### config.mk
export PLATFORM = sky130hd
export DESIGN_NAME = pmcc_top
export DESIGN_NICKNAME = d
export VERILOG_FILES = /design/src/pmcc_pkg.sv /design/src/pmcc_sync2.sv /design/src/pmcc_refdiv.sv /design/src/pmcc_top.sv
export VERILOG_INCLUDE_DIRS = /design/src
export SDC_FILE = /design/constraint.sdc
export NUM_CORES = 1
export LEC_CHECK = 0
export BUFFER_PORTS_ARGS = -buffer_cell sky130_fd_sc_hd__buf_2
export CAP_MARGIN = 20
export CELL_PAD_IN_SITES_DETAIL_PLACEMENT = 1
export CELL_PAD_IN_SITES_GLOBAL_PLACEMENT = 2
export CORE_UTILIZATION = 26
export CTS_BUF_LIST = sky130_fd_sc_hd__clkbuf_8
export DETAILED_ROUTE_END_ITERATION = 8
export PLACE_DENSITY_LB_ADDON = 0.1
export REMOVE_ABC_BUFFERS = 1
export SKIP_LAST_GASP = 1
export SYNTH_ARGS = -nofsm -noshare
export SYNTH_HDL_FRONTEND = slang
export SYNTH_HIERARCHICAL = 1
export SYNTH_SLANG_ARGS = --single-unit
### constraint.sdc
create_clock -name clk_i -period 1.58 [get_ports clk_i]
set_clock_uncertainty 0.05 [all_clocks]
set_input_delay 0.316 -clock clk_i [delete_from_list [all_inputs] [get_ports clk_i]]
set_output_delay 0.316 -clock clk_i [all_outputs]
set_load 0.01 [all_outputs]
### src/pmcc_params.svh
// Constants for the power mode and reference clock configuration block
//------------------------------------------------------------------------
// Functional notes
//------------------------------------------------------------------------
// Functional notes
// - Power-down: synth off, supply filter stays on
// - Deep sleep: every synth block off, filter too
// - Bias reference low power in sleep or power-down
// - Synth compares phase at 500 kHz reference
// - Divide reference by 72 (36M) or 52 (26M)
// - Style bit one: open-drain, pull low only
// - Style bit zero: push-pull, drive both levels
// - Output pin shows the level bit value
// - Output port active and responsive in power-down
// - Output port holds state across power transitions
// - Three comparators resolve four levels, open is top
// - Levels map to 36/26 MHz, diff/single-ended
// - Decoded pin config applied once enable high
// - Override low: config from decoded pin
// - Override high: config from register bits
// - Override bit resets to zero
// - Pin decoder works unchanged in power-down
// - Pin decoder disabled in deep sleep
// - Exactly one clock output buffer enabled
`ifndef PMCC_PARAMS_SVH
`define PMCC_PARAMS_SVH

//------------------------------------------------------------------------
// Register indices and byte addresses
//------------------------------------------------------------------------
`define PMCC_IDX_MODE       8'h00
`define PMCC_IDX_REF        8'h01
`define PMCC_IDX_PAD        8'h05
`define PMCC_IDX_PORT       8'h06
`define PMCC_IDX_STATUS     8'h07
`define PMCC_ADDR_MODE      (`PMCC_IDX_MODE   << 2)
`define PMCC_ADDR_REF       (`PMCC_IDX_REF    << 2)
`define PMCC_ADDR_PAD       (`PMCC_IDX_PAD    << 2)
`define PMCC_ADDR_PORT      (`PMCC_IDX_PORT   << 2)
`define PMCC_ADDR_STATUS    (`PMCC_IDX_STATUS << 2)

//------------------------------------------------------------------------
// Field positions
//------------------------------------------------------------------------
`define PMCC_BIT_PDR        0
`define PMCC_BIT_REFSEL     0
`define PMCC_BIT_OVR        0
`define PMCC_BIT_BUFSEL     1
`define PMCC_BIT_STYLE      0
`define PMCC_BIT_LEVEL      1

//------------------------------------------------------------------------
// Reset values
//------------------------------------------------------------------------
`define PMCC_RST_BIT        1'b0
`define PMCC_RST_WORD       32'h0000_0000
`define PMCC_RST_LEVEL      2'h0

//------------------------------------------------------------------------
// Reference divider ratios
//------------------------------------------------------------------------
`define PMCC_DIV_36M        7'h48
`define PMCC_DIV_26M        7'h34
`define PMCC_CNT_ZERO       7'h0
`define PMCC_CNT_ONE        7'h1

`endif

### src/pmcc_pkg.sv
// Types shared by the power mode and clock configuration block
package pmcc_pkg;

    // Power state, Gray coded along sleep -> normal -> power-down
    typedef enum logic [1:0] {
        PMCC_ST_SLEEP  = 2'b00,
        PMCC_ST_NORMAL = 2'b01,
        PMCC_ST_PDOWN  = 2'b11
    } pmcc_pwr_t;

    // Decoded multi-level pin level
    typedef logic [1:0] pmcc_level_t;

endpackage

### src/pmcc_sync2.sv
// Two-stage level synchroniser
`timescale 1ns/10ps
`include "pmcc_params.svh"
module pmcc_sync2 #(
    parameter int W = 1
) (
    // Clock and reset
    input  wire logic         clk_i,
    input  wire logic         sys_rst_i,
    // Data
    input  wire logic [W-1:0] async_i,
    output logic      [W-1:0] sync_o
);

    logic [W-1:0] meta_q;

    // First stage feeds only the second stage
    always_ff @(posedge clk_i or posedge sys_rst_i) begin
        if (sys_rst_i) begin
            meta_q <= '0;
            sync_o <= '0;
        end else begin
            meta_q <= async_i;
            sync_o <= meta_q;
        end
    end

endmodule

### src/pmcc_refdiv.sv
// Reference divider producing the phase comparison tick
`timescale 1ns/10ps
`include "pmcc_params.svh"
module pmcc_refdiv (
    // Clock and reset
    input  wire logic clk_i,
    input  wire logic sys_rst_i,
    // Control
    input  wire logic run_i,
    input  wire logic sel_26m_i,
    // Tick out
    output logic      tick_o
);

    logic [6:0] cnt_q;
    logic       sel_q;
    wire  [6:0] ratio    = sel_26m_i ? `PMCC_DIV_26M : `PMCC_DIV_36M;
    wire  [6:0] term     = ratio - `PMCC_CNT_ONE;
    wire        restart  = !run_i || (sel_q != sel_26m_i);
    wire        at_term  = (cnt_q == term);

    // Counter restarts on a ratio change so no short period escapes
    always_ff @(posedge clk_i or posedge sys_rst_i) begin
        if (sys_rst_i) begin
            cnt_q  <= `PMCC_CNT_ZERO;
            sel_q  <= `PMCC_RST_BIT;
            tick_o <= `PMCC_RST_BIT;
        end else begin
            sel_q  <= sel_26m_i;
            cnt_q  <= (restart || at_term) ? `PMCC_CNT_ZERO
                                           : cnt_q + `PMCC_CNT_ONE;
            tick_o <= !restart && at_term;
        end
    end

    tick_period_a: assert property (@(posedge clk_i) disable iff (sys_rst_i)
        (run_i && sel_q == sel_26m_i && cnt_q == term) |=> tick_o)
        else $error("reference tick missed at terminal count");

endmodule

### src/pmcc_top.sv
// Power mode, reference clock configuration and logic output port
//
// The implementer's own choices: the APB register port and the register addresses.
`timescale 1ns/10ps
`include "pmcc_params.svh"
module pmcc_top
    import pmcc_pkg::*;
(
    // Clock and reset
    input  wire logic        clk_i,
    input  wire logic        sys_rst_i,
    // APB slave
    input  wire logic        psel,
    input  wire logic        penable,
    input  wire logic        pwrite,
    input  wire logic [7:0]  paddr,
    input  wire logic [31:0] pwdata,
    output logic      [31:0] prdata,
    output logic             pready,
    output logic             pslverr,
    // Device pins
    input  wire logic        enable_i,
    input  wire logic [2:0]  level_cmp_i,
    // Synthesizer and bias controls
    output logic             synth_core_en_o,
    output logic             filter_supply_rail_en_o,
    output logic             bias_reference_module_lp_o,
    output logic             multilevel_pin_decoder_en_o,
    output logic             pfd_ref_tick_o,
    // Reference configuration
    output logic             ref_is_26m_o,
    output logic             clk_buf_diff_en_o,
    output logic             clk_buf_se_en_o,
    // Logic output pin
    output logic             logic_output_pin_o,
    output logic             logic_output_pin_oe_n_o
);

    //--------------------------------------------------------------------
    // Software registers
    //--------------------------------------------------------------------
    logic        power_down_request_q;
    logic        ref_freq_select_q;
    logic        pin_config_override_q;
    logic        clock_buffer_select_q;
    logic        port_drive_style_q;
    logic        port_output_level_q;

    //--------------------------------------------------------------------
    // Internal state
    //--------------------------------------------------------------------
    pmcc_pwr_t   pwr_q;
    pmcc_pwr_t   pwr_d;
    pmcc_level_t mlp_level_q;
    logic [2:0]  cmp_sync;
    logic        ref26_q;
    logic        buf_se_q;

    //--------------------------------------------------------------------
    // APB decode
    //--------------------------------------------------------------------
    wire access    = psel && penable;
    wire done      = access && pready;
    wire hit_mode  = (paddr == `PMCC_ADDR_MODE);
    wire hit_ref   = (paddr == `PMCC_ADDR_REF);
    wire hit_pad   = (paddr == `PMCC_ADDR_PAD);
    wire hit_port  = (paddr == `PMCC_ADDR_PORT);
    wire hit_stat  = (paddr == `PMCC_ADDR_STATUS);
    wire mapped    = hit_mode || hit_ref || hit_pad || hit_port || hit_stat;
    wire wr_done   = done && pwrite;
    wire wr_mode   = wr_done && hit_mode;
    wire wr_ref    = wr_done && hit_ref;
    wire wr_pad    = wr_done && hit_pad;
    wire wr_port   = wr_done && hit_port;

    // Read mux; narrow fields sit in the low bits, the rest read zero
    wire [31:0] rd_mode = {31'h0, power_down_request_q};
    wire [31:0] rd_ref  = {31'h0, ref_freq_select_q};
    wire [31:0] rd_pad  = {30'h0, clock_buffer_select_q,
                           pin_config_override_q};
    wire [31:0] rd_port = {30'h0, port_output_level_q, port_drive_style_q};
    wire [31:0] rd_stat = {26'h0, pwr_q, buf_se_q, ref26_q, mlp_level_q};
    wire [31:0] rd_data = hit_mode ? rd_mode :
                          hit_ref  ? rd_ref  :
                          hit_pad  ? rd_pad  :
                          hit_port ? rd_port :
                          hit_stat ? rd_stat : `PMCC_RST_WORD;

    // One wait state: pready rises in the second access cycle
    always_ff @(posedge clk_i or posedge sys_rst_i) begin
        if (sys_rst_i) begin
            pready  <= `PMCC_RST_BIT;
            pslverr <= `PMCC_RST_BIT;
            prdata  <= `PMCC_RST_WORD;
        end else begin
            pready  <= access && !pready;
            pslverr <= access && !pready && !mapped;
            prdata  <= (access && !pready && !pwrite) ? rd_data
                                                      : `PMCC_RST_WORD;
        end
    end

    //--------------------------------------------------------------------
    // Register writes
    //--------------------------------------------------------------------
    // Override resets low so the pin rules after power-on
    always_ff @(posedge clk_i or posedge sys_rst_i) begin
        if (sys_rst_i) begin
            power_down_request_q  <= `PMCC_RST_BIT;
            ref_freq_select_q     <= `PMCC_RST_BIT;
            pin_config_override_q <= `PMCC_RST_BIT;
            clock_buffer_select_q <= `PMCC_RST_BIT;
            port_drive_style_q    <= `PMCC_RST_BIT;
            port_output_level_q   <= `PMCC_RST_BIT;
        end else begin
            if (wr_mode)
                power_down_request_q <= pwdata[`PMCC_BIT_PDR];
            if (wr_ref)
                ref_freq_select_q <= pwdata[`PMCC_BIT_REFSEL];
            if (wr_pad) begin
                pin_config_override_q <= pwdata[`PMCC_BIT_OVR];
                clock_buffer_select_q <= pwdata[`PMCC_BIT_BUFSEL];
            end
            if (wr_port) begin
                port_drive_style_q  <= pwdata[`PMCC_BIT_STYLE];
                port_output_level_q <= pwdata[`PMCC_BIT_LEVEL];
            end
        end
    end

    //--------------------------------------------------------------------
    // Power state
    //--------------------------------------------------------------------
    // Enable pin dominates; the request bit only matters while enabled
    always_comb begin
        case ({enable_i, power_down_request_q})
            2'b10:   pwr_d = PMCC_ST_NORMAL;
            2'b11:   pwr_d = PMCC_ST_PDOWN;
            default: pwr_d = PMCC_ST_SLEEP;
        endcase
    end

    wire nxt_normal = (pwr_d == PMCC_ST_NORMAL);
    wire nxt_sleep  = (pwr_d == PMCC_ST_SLEEP);

    // Outputs follow the next state so they line up with pwr_q
    always_ff @(posedge clk_i or posedge sys_rst_i) begin
        if (sys_rst_i) begin
            pwr_q                       <= PMCC_ST_SLEEP;
            synth_core_en_o             <= `PMCC_RST_BIT;
            filter_supply_rail_en_o     <= `PMCC_RST_BIT;
            bias_reference_module_lp_o  <= !`PMCC_RST_BIT;
            multilevel_pin_decoder_en_o <= `PMCC_RST_BIT;
        end else begin
            pwr_q                       <= pwr_d;
            synth_core_en_o             <= nxt_normal;
            filter_supply_rail_en_o     <= !nxt_sleep;
            bias_reference_module_lp_o  <= !nxt_normal;
            multilevel_pin_decoder_en_o <= !nxt_sleep;
        end
    end

    //--------------------------------------------------------------------
    // Multi-level pin decoder
    //--------------------------------------------------------------------
    // Comparators are not timed to our clock, so resynchronise them
    pmcc_sync2 #(
        .W (3)
    ) u_cmp_sync (
        .clk_i     (clk_i),
        .sys_rst_i (sys_rst_i),
        .async_i   (level_cmp_i),
        .sync_o    (cmp_sync)
    );

    // Thermometer to level; the pull-up makes an open pin level 3
    wire pmcc_level_t level_dec = cmp_sync[2] ? 2'h3 :
                                  cmp_sync[1] ? 2'h2 :
                                  cmp_sync[0] ? 2'h1 : 2'h0;

    // Level is taken only while enabled, held in deep sleep
    always_ff @(posedge clk_i or posedge sys_rst_i) begin
        if (sys_rst_i) begin
            mlp_level_q <= `PMCC_RST_LEVEL;
        end else if (enable_i) begin
            mlp_level_q <= level_dec;
        end
    end

    //--------------------------------------------------------------------
    // Effective configuration
    //--------------------------------------------------------------------
    // Level bit 1 selects 26 MHz, bit 0 selects single-ended
    wire pin_ref26  = mlp_level_q[1];
    wire pin_se     = mlp_level_q[0];
    wire eff_ref26  = pin_config_override_q ? ref_freq_select_q
                                            : pin_ref26;
    wire eff_se     = pin_config_override_q ? clock_buffer_select_q
                                            : pin_se;

    // Buffers load complements of eff_se, so never both on
    always_ff @(posedge clk_i or posedge sys_rst_i) begin
        if (sys_rst_i) begin
            ref26_q           <= `PMCC_RST_BIT;
            buf_se_q          <= `PMCC_RST_BIT;
            ref_is_26m_o      <= `PMCC_RST_BIT;
            clk_buf_diff_en_o <= !`PMCC_RST_BIT;
            clk_buf_se_en_o   <= `PMCC_RST_BIT;
        end else begin
            ref26_q           <= eff_ref26;
            buf_se_q          <= eff_se;
            ref_is_26m_o      <= eff_ref26;
            clk_buf_diff_en_o <= !eff_se;
            clk_buf_se_en_o   <= eff_se;
        end
    end

    //--------------------------------------------------------------------
    // Phase comparison reference
    //--------------------------------------------------------------------
    // Divider stops whenever the synthesizer core is off
    pmcc_refdiv u_refdiv (
        .clk_i     (clk_i),
        .sys_rst_i (sys_rst_i),
        .run_i     (synth_core_en_o),
        .sel_26m_i (ref26_q),
        .tick_o    (pfd_ref_tick_o)
    );

    //--------------------------------------------------------------------
    // Logic output port
    //--------------------------------------------------------------------
    // Independent of power state, so it keeps its value in power-down
    wire lop_oe_n_d = port_drive_style_q && port_output_level_q;
    always_ff @(posedge clk_i or posedge sys_rst_i) begin
        if (sys_rst_i) begin
            logic_output_pin_o      <= `PMCC_RST_BIT;
            logic_output_pin_oe_n_o <= `PMCC_RST_BIT;
        end else begin
            logic_output_pin_o      <= port_output_level_q;
            logic_output_pin_oe_n_o <= lop_oe_n_d;
        end
    end

    //--------------------------------------------------------------------
    // Checks
    //--------------------------------------------------------------------
    pd_synth_off_a: assert property (@(posedge clk_i) disable iff (sys_rst_i)
        pwr_q == PMCC_ST_PDOWN |-> !synth_core_en_o
                                   && filter_supply_rail_en_o)
        else $error("power-down left synth on or filter off");

    sleep_all_off_a: assert property (@(posedge clk_i)
        disable iff (sys_rst_i)
        !enable_i |=> !synth_core_en_o && !filter_supply_rail_en_o
                      && !multilevel_pin_decoder_en_o)
        else $error("deep sleep left a block enabled");

    bias_low_a: assert property (@(posedge clk_i) disable iff (sys_rst_i)
        (!enable_i || power_down_request_q)
        |=> bias_reference_module_lp_o)
        else $error("bias reference not in low power");

    buf_onehot_a: assert property (@(posedge clk_i) disable iff (sys_rst_i)
        clk_buf_diff_en_o != clk_buf_se_en_o)
        else $error("clock buffers not exactly one enabled");

    lop_open_drain_a: assert property (@(posedge clk_i)
        disable iff (sys_rst_i)
        port_drive_style_q |=> logic_output_pin_oe_n_o
                               == $past(port_output_level_q))
        else $error("open-drain port drives high");

    lop_push_pull_a: assert property (@(posedge clk_i)
        disable iff (sys_rst_i)
        !port_drive_style_q |=> !logic_output_pin_oe_n_o
            && logic_output_pin_o == $past(port_output_level_q))
        else $error("push-pull port not driving its level");

    override_cfg_a: assert property (@(posedge clk_i)
        disable iff (sys_rst_i)
        pin_config_override_q |=> ref_is_26m_o == $past(ref_freq_select_q)
            && clk_buf_se_en_o == $past(clock_buffer_select_q))
        else $error("override bits not applied");

    pin_cfg_a: assert property (@(posedge clk_i) disable iff (sys_rst_i)
        !pin_config_override_q |=> ref_is_26m_o == $past(mlp_level_q[1])
            && clk_buf_se_en_o == $past(mlp_level_q[0]))
        else $error("pin level not applied");

    decoder_hold_a: assert property (@(posedge clk_i)
        disable iff (sys_rst_i)
        !enable_i |=> $stable(mlp_level_q))
        else $error("decoder level changed in deep sleep");

endmodule

==> impl_metrics.csv <==
group,metric,value,unit
logic_synthesis,synthTopCellsByArea,"dfrtp_1 (48%), buf_4 (10%), dfstp_2 (2.7%), mux2_1 (2.3%), nor4_4 (2.2%)",
logic_synthesis,muxShareOfSynthArea,5.016,%
worst_hold_path,min_path_cells,1,
logic_synthesis,synthXorXnorAreaFrac,0.8889,%
grt,grt-ovfl-total,0,
power,p_total,0.002162,W
clock_network,cts_tree,"done",
sta,slew_violations,0,
detailed_routing,first_iter_violations,76,
detailed_routing,route.detailed.drc,0,
final_layout,drive_above_1_share,37.99,%
grt,grt_pass1_vias,1375,
logic_synthesis,yosysTopAreaCell,"dfrtp_1",
final_layout,area_delta_synth_final,23.17,%
die,core_area,7292,um^2
power,leakagePower,1.171,nW
setup_path,r2r_slack,10,ps
final_layout,final_common_cell,"dfrtp_1",
final_layout,fill_cells,868,
setup_path,worstSetupEndpointType,"register",
power,ir_drop,349.1,uV
die,start_util,27.02,%
die,die_h,89.06,um
setup_path,rr_startpoint,"pready$_DFF_PP0_",
sta,tns,0,ps
run,drv_cap,0,
logic_synthesis,ys.warnings.count,6,
power,p_switching,0.0005437,W
clock_network,clock_latency,290,ps
place,dp_hpwl,3357,um
logic_synthesis,yosysTopAreaCellShare,48.25,%
die,num_io_pins,93,
detailed_routing,dr.pass1.iters,4,
status,status,"complete, no violations",
logic_synthesis,synth_cell_types,51,
sta,setup_viol,0,
clock_network,clock_path_buffers,2,
sta,finalHoldViolations,0,
final_layout,num-nets-final,278,
logic_synthesis,synthCells,175,
place,gp_congestion,0.7622,
detailed_routing,ant_nets,0,
die,dieArea,7932,um^2
final_layout,final_cell_mix,"dfrtp_1 (37), buf_2 (36), conb_1 (26), buf_4 (18), inv_1 (10)",
power,swShare,25.14,%
setup_path,worstPathArrival,1710,ps
power,p_clk_share,38.8,%
clock_network,htreeDepth,2,
logic_synthesis,synth_top_family_by_area,"simple AND/OR/NAND/NOR gates",
grt,track_usage,12.29,%
setup_path,r2r_end,"prdata[2]$_DFF_PP0_",
worst_hold_path,hold_start,"level_cmp_i[0]",
final_layout,post-route-util,33.29,%
sta,fmax,634.6,MHz
setup_path,timing_worst_setup_path_type,"in2reg",
sta,period_share,99.74,%
setup_path,rr_worst_depth,4,
sta,rsz0062_at_grt,"yes",
logic_synthesis,synth_compound_area_share,9.524,%
grt,antenna_found_initial,0,
detailed_routing,vias,1414,
worst_hold_path,holdPathEnd,"u_cmp_sync/meta_q[0]$_DFF_PP0_",
clock_network,clk_pin_slew_worst_paths,80,ps
detailed_routing,viasPerCell,4.311,
logic_synthesis,synth_area_per_cell,11.26,um^2
grt,grt_max_degree,26,
sta,period_needed,1576,ps
setup_path,required,1710,ps
grt,grt_pass1_wl,7203,um
logic_synthesis,synth_seq_cells,40,
die,die_w,89.06,um
detailed_routing,drt-wirelength-per-cell,13.66,um
logic_synthesis,synthAdderAreaFrac,0.6349,%
setup_path,cp_max_fo,5,
detailed_routing,drt-total-wl,4482,um
clock_network,cts_buffers,5,
die,core.rowCount,31,
power,combinationalPowerShare,11.1,%
logic_synthesis,synthesis.area,1971,um^2
power,power.internal,0.001619,W
place,io_buffer_count,36,
logic_synthesis,seq_area_frac_synth,50.92,%
setup_path,startpoint_type,"input pin",
power,power.density,890.9,nW/um^2
clock_network,root_buffer,"clkbuf_8",
final_layout,n_antenna_cell,0,
logic_synthesis,synthSimpleGateAreaFrac,18.22,%
clock_network,clock-sinks,40,
power,pwr-share-seq,50.2,%
worst_hold_path,worstHoldPathType,"in2reg",
per-layer routing:
layer | vias to the layer above | wire (um) | GRT usage [%] | part of all wire (%)
met2 | 58 | 2155 | 18.46 | 48
li1 | 659 | - | - | -
met5 | - | 0 | 0 | 0
met4 | 0 | 63 | 5.051 | 1.4
met3 | 6 | 237 | 3.139 | 5.3
met1 | 691 | 2025 | 16.89 | 45
state kept, by name (all words and copies together) (netlist names), 2 cells and up:
| register | flops |
|---|---|
| u_cmp_sync/meta_q | 3 |
| u_refdiv/cnt_q | 7 |
| prdata | 6 |
| pwr_q | 2 |
| u_cmp_sync/sync_o | 3 |
| mlp_level_q | 2 |
cell usage after synthesis (all sizes together):
cell type and number:
a31oi 1, mux2 7, and2 6, nand3 3, and3 1, a211oi 3
nor2b 2, nor2 7, or4 1, nor4 5, a221oi 1, a21boi 1
or4bb 1, ha 1, or4b 2, o22ai 2, or3 2, buf 31
or3b 2, a21oi 5, nor3b 1, clkbuf 3, nand4b 1, o311ai 1
xnor2 2, nand4 2, nand2 7, inv 11, o211ai 1, mux2i 2
o211a 1, nor3 1, dfstp 2, o221ai 2, o21a 1, nand3b 2
o311a 2, o21ai 4, or2 2, nand2b 4, dfrtp 38, conb 1
power groups by stage:
stage               combinational [W]  clock, W  sequential (W)
detailed placement           0.000218         0         0.00111
finish                       0.000239  0.000838         0.00109
CTS                          0.000231  0.000871         0.00109
global route                 0.000273  0.000924         0.00109
global placement             0.000212         0         0.00110
floorplan                    0.000106         0         0.00111
critical path: stages:
cell and delay, ps:
buf_2 100, or4_4 590, nor4_1 350, mux2_1 350
logic make-up (layout without fill, tap and decap cells):
group | Yosys count | count (layout)
and+or+nand+nor | 52 | 52
buffers and inverters | 45 | 74
DFF | 40 | 40
AOI/OAI and AO/OA | 25 | 25
muxes | 9 | 9
xor gates and xnor gates | 2 | 2
adders and majority gates | 1 | 1
other | 1 | 26
cell type report:
| class | instances | area (um^2) | area share (%) |
|---|---|---|---|
| Sequential cell | 40 | 1005 | 41.39 |
| Inverter | 11 | 41.29 | 1.701 |
| Clock inverter | 3 | 42.54 | 1.753 |
| Clock buffer | 5 | 68.82 | 2.835 |
| Multi-Input combinational cell | 115 | 820.8 | 33.81 |
| Tap cell | 99 | 123.9 | 5.103 |
| Timing Repair Buffer | 55 | 325.3 | 13.40 |
timing repair:
item / 4_1_cts / 5_1_grt
endpoints found under the hold margin: 15 / 0
gates resized for setup: 2 / 7
hold buffers: 1 / 0
pin swaps: 4 / 2
setup endpoints to repair: 15 / 14
buffers inserted: 2 / 1
worst max path at each step:
| stage | start | end | depth (start not counted) |
|---|---|---|---|
| after CTS | paddr[6] | power_down_request_q$_DFFE_PP0P_ | 4 |
| after global routing | pready$_DFF_PP0_ | prdata[4]$_DFF_PP0_ | 4 |
| after global placement | paddr[1] | power_down_request_q$_DFFE_PP0P_ | 4 |
| after floorplan | paddr[1] | clock_buffer_select_q$_DFFE_PP0P_ | 3 |
| final | paddr[6] | power_down_request_q$_DFFE_PP0P_ | 4 |
| after detailed placement | paddr[1] | ref_freq_select_q$_DFFE_PP0P_ | 4 |
stage by stage:
| stage | setup WS [ps] | hold WS, ps | area (um^2) | std cells |
|---|---|---|---|---|
| floorplan | -140.4 | 56.96 | 1818 | 166 |
| global placement | -322.1 | 195.6 | 2235 | 316 |
| detailed placement | -357.3 | 218.8 | 2235 | 316 |
| CTS | -13.53 | 57.91 | 2379 | 327 |
| global route | -79.42 | 59.35 | 2427 | 328 |
| finish | 4.157 | 70.17 | 2427 | 328 |
Note: power is estimated with default switching activity, not from simulation.
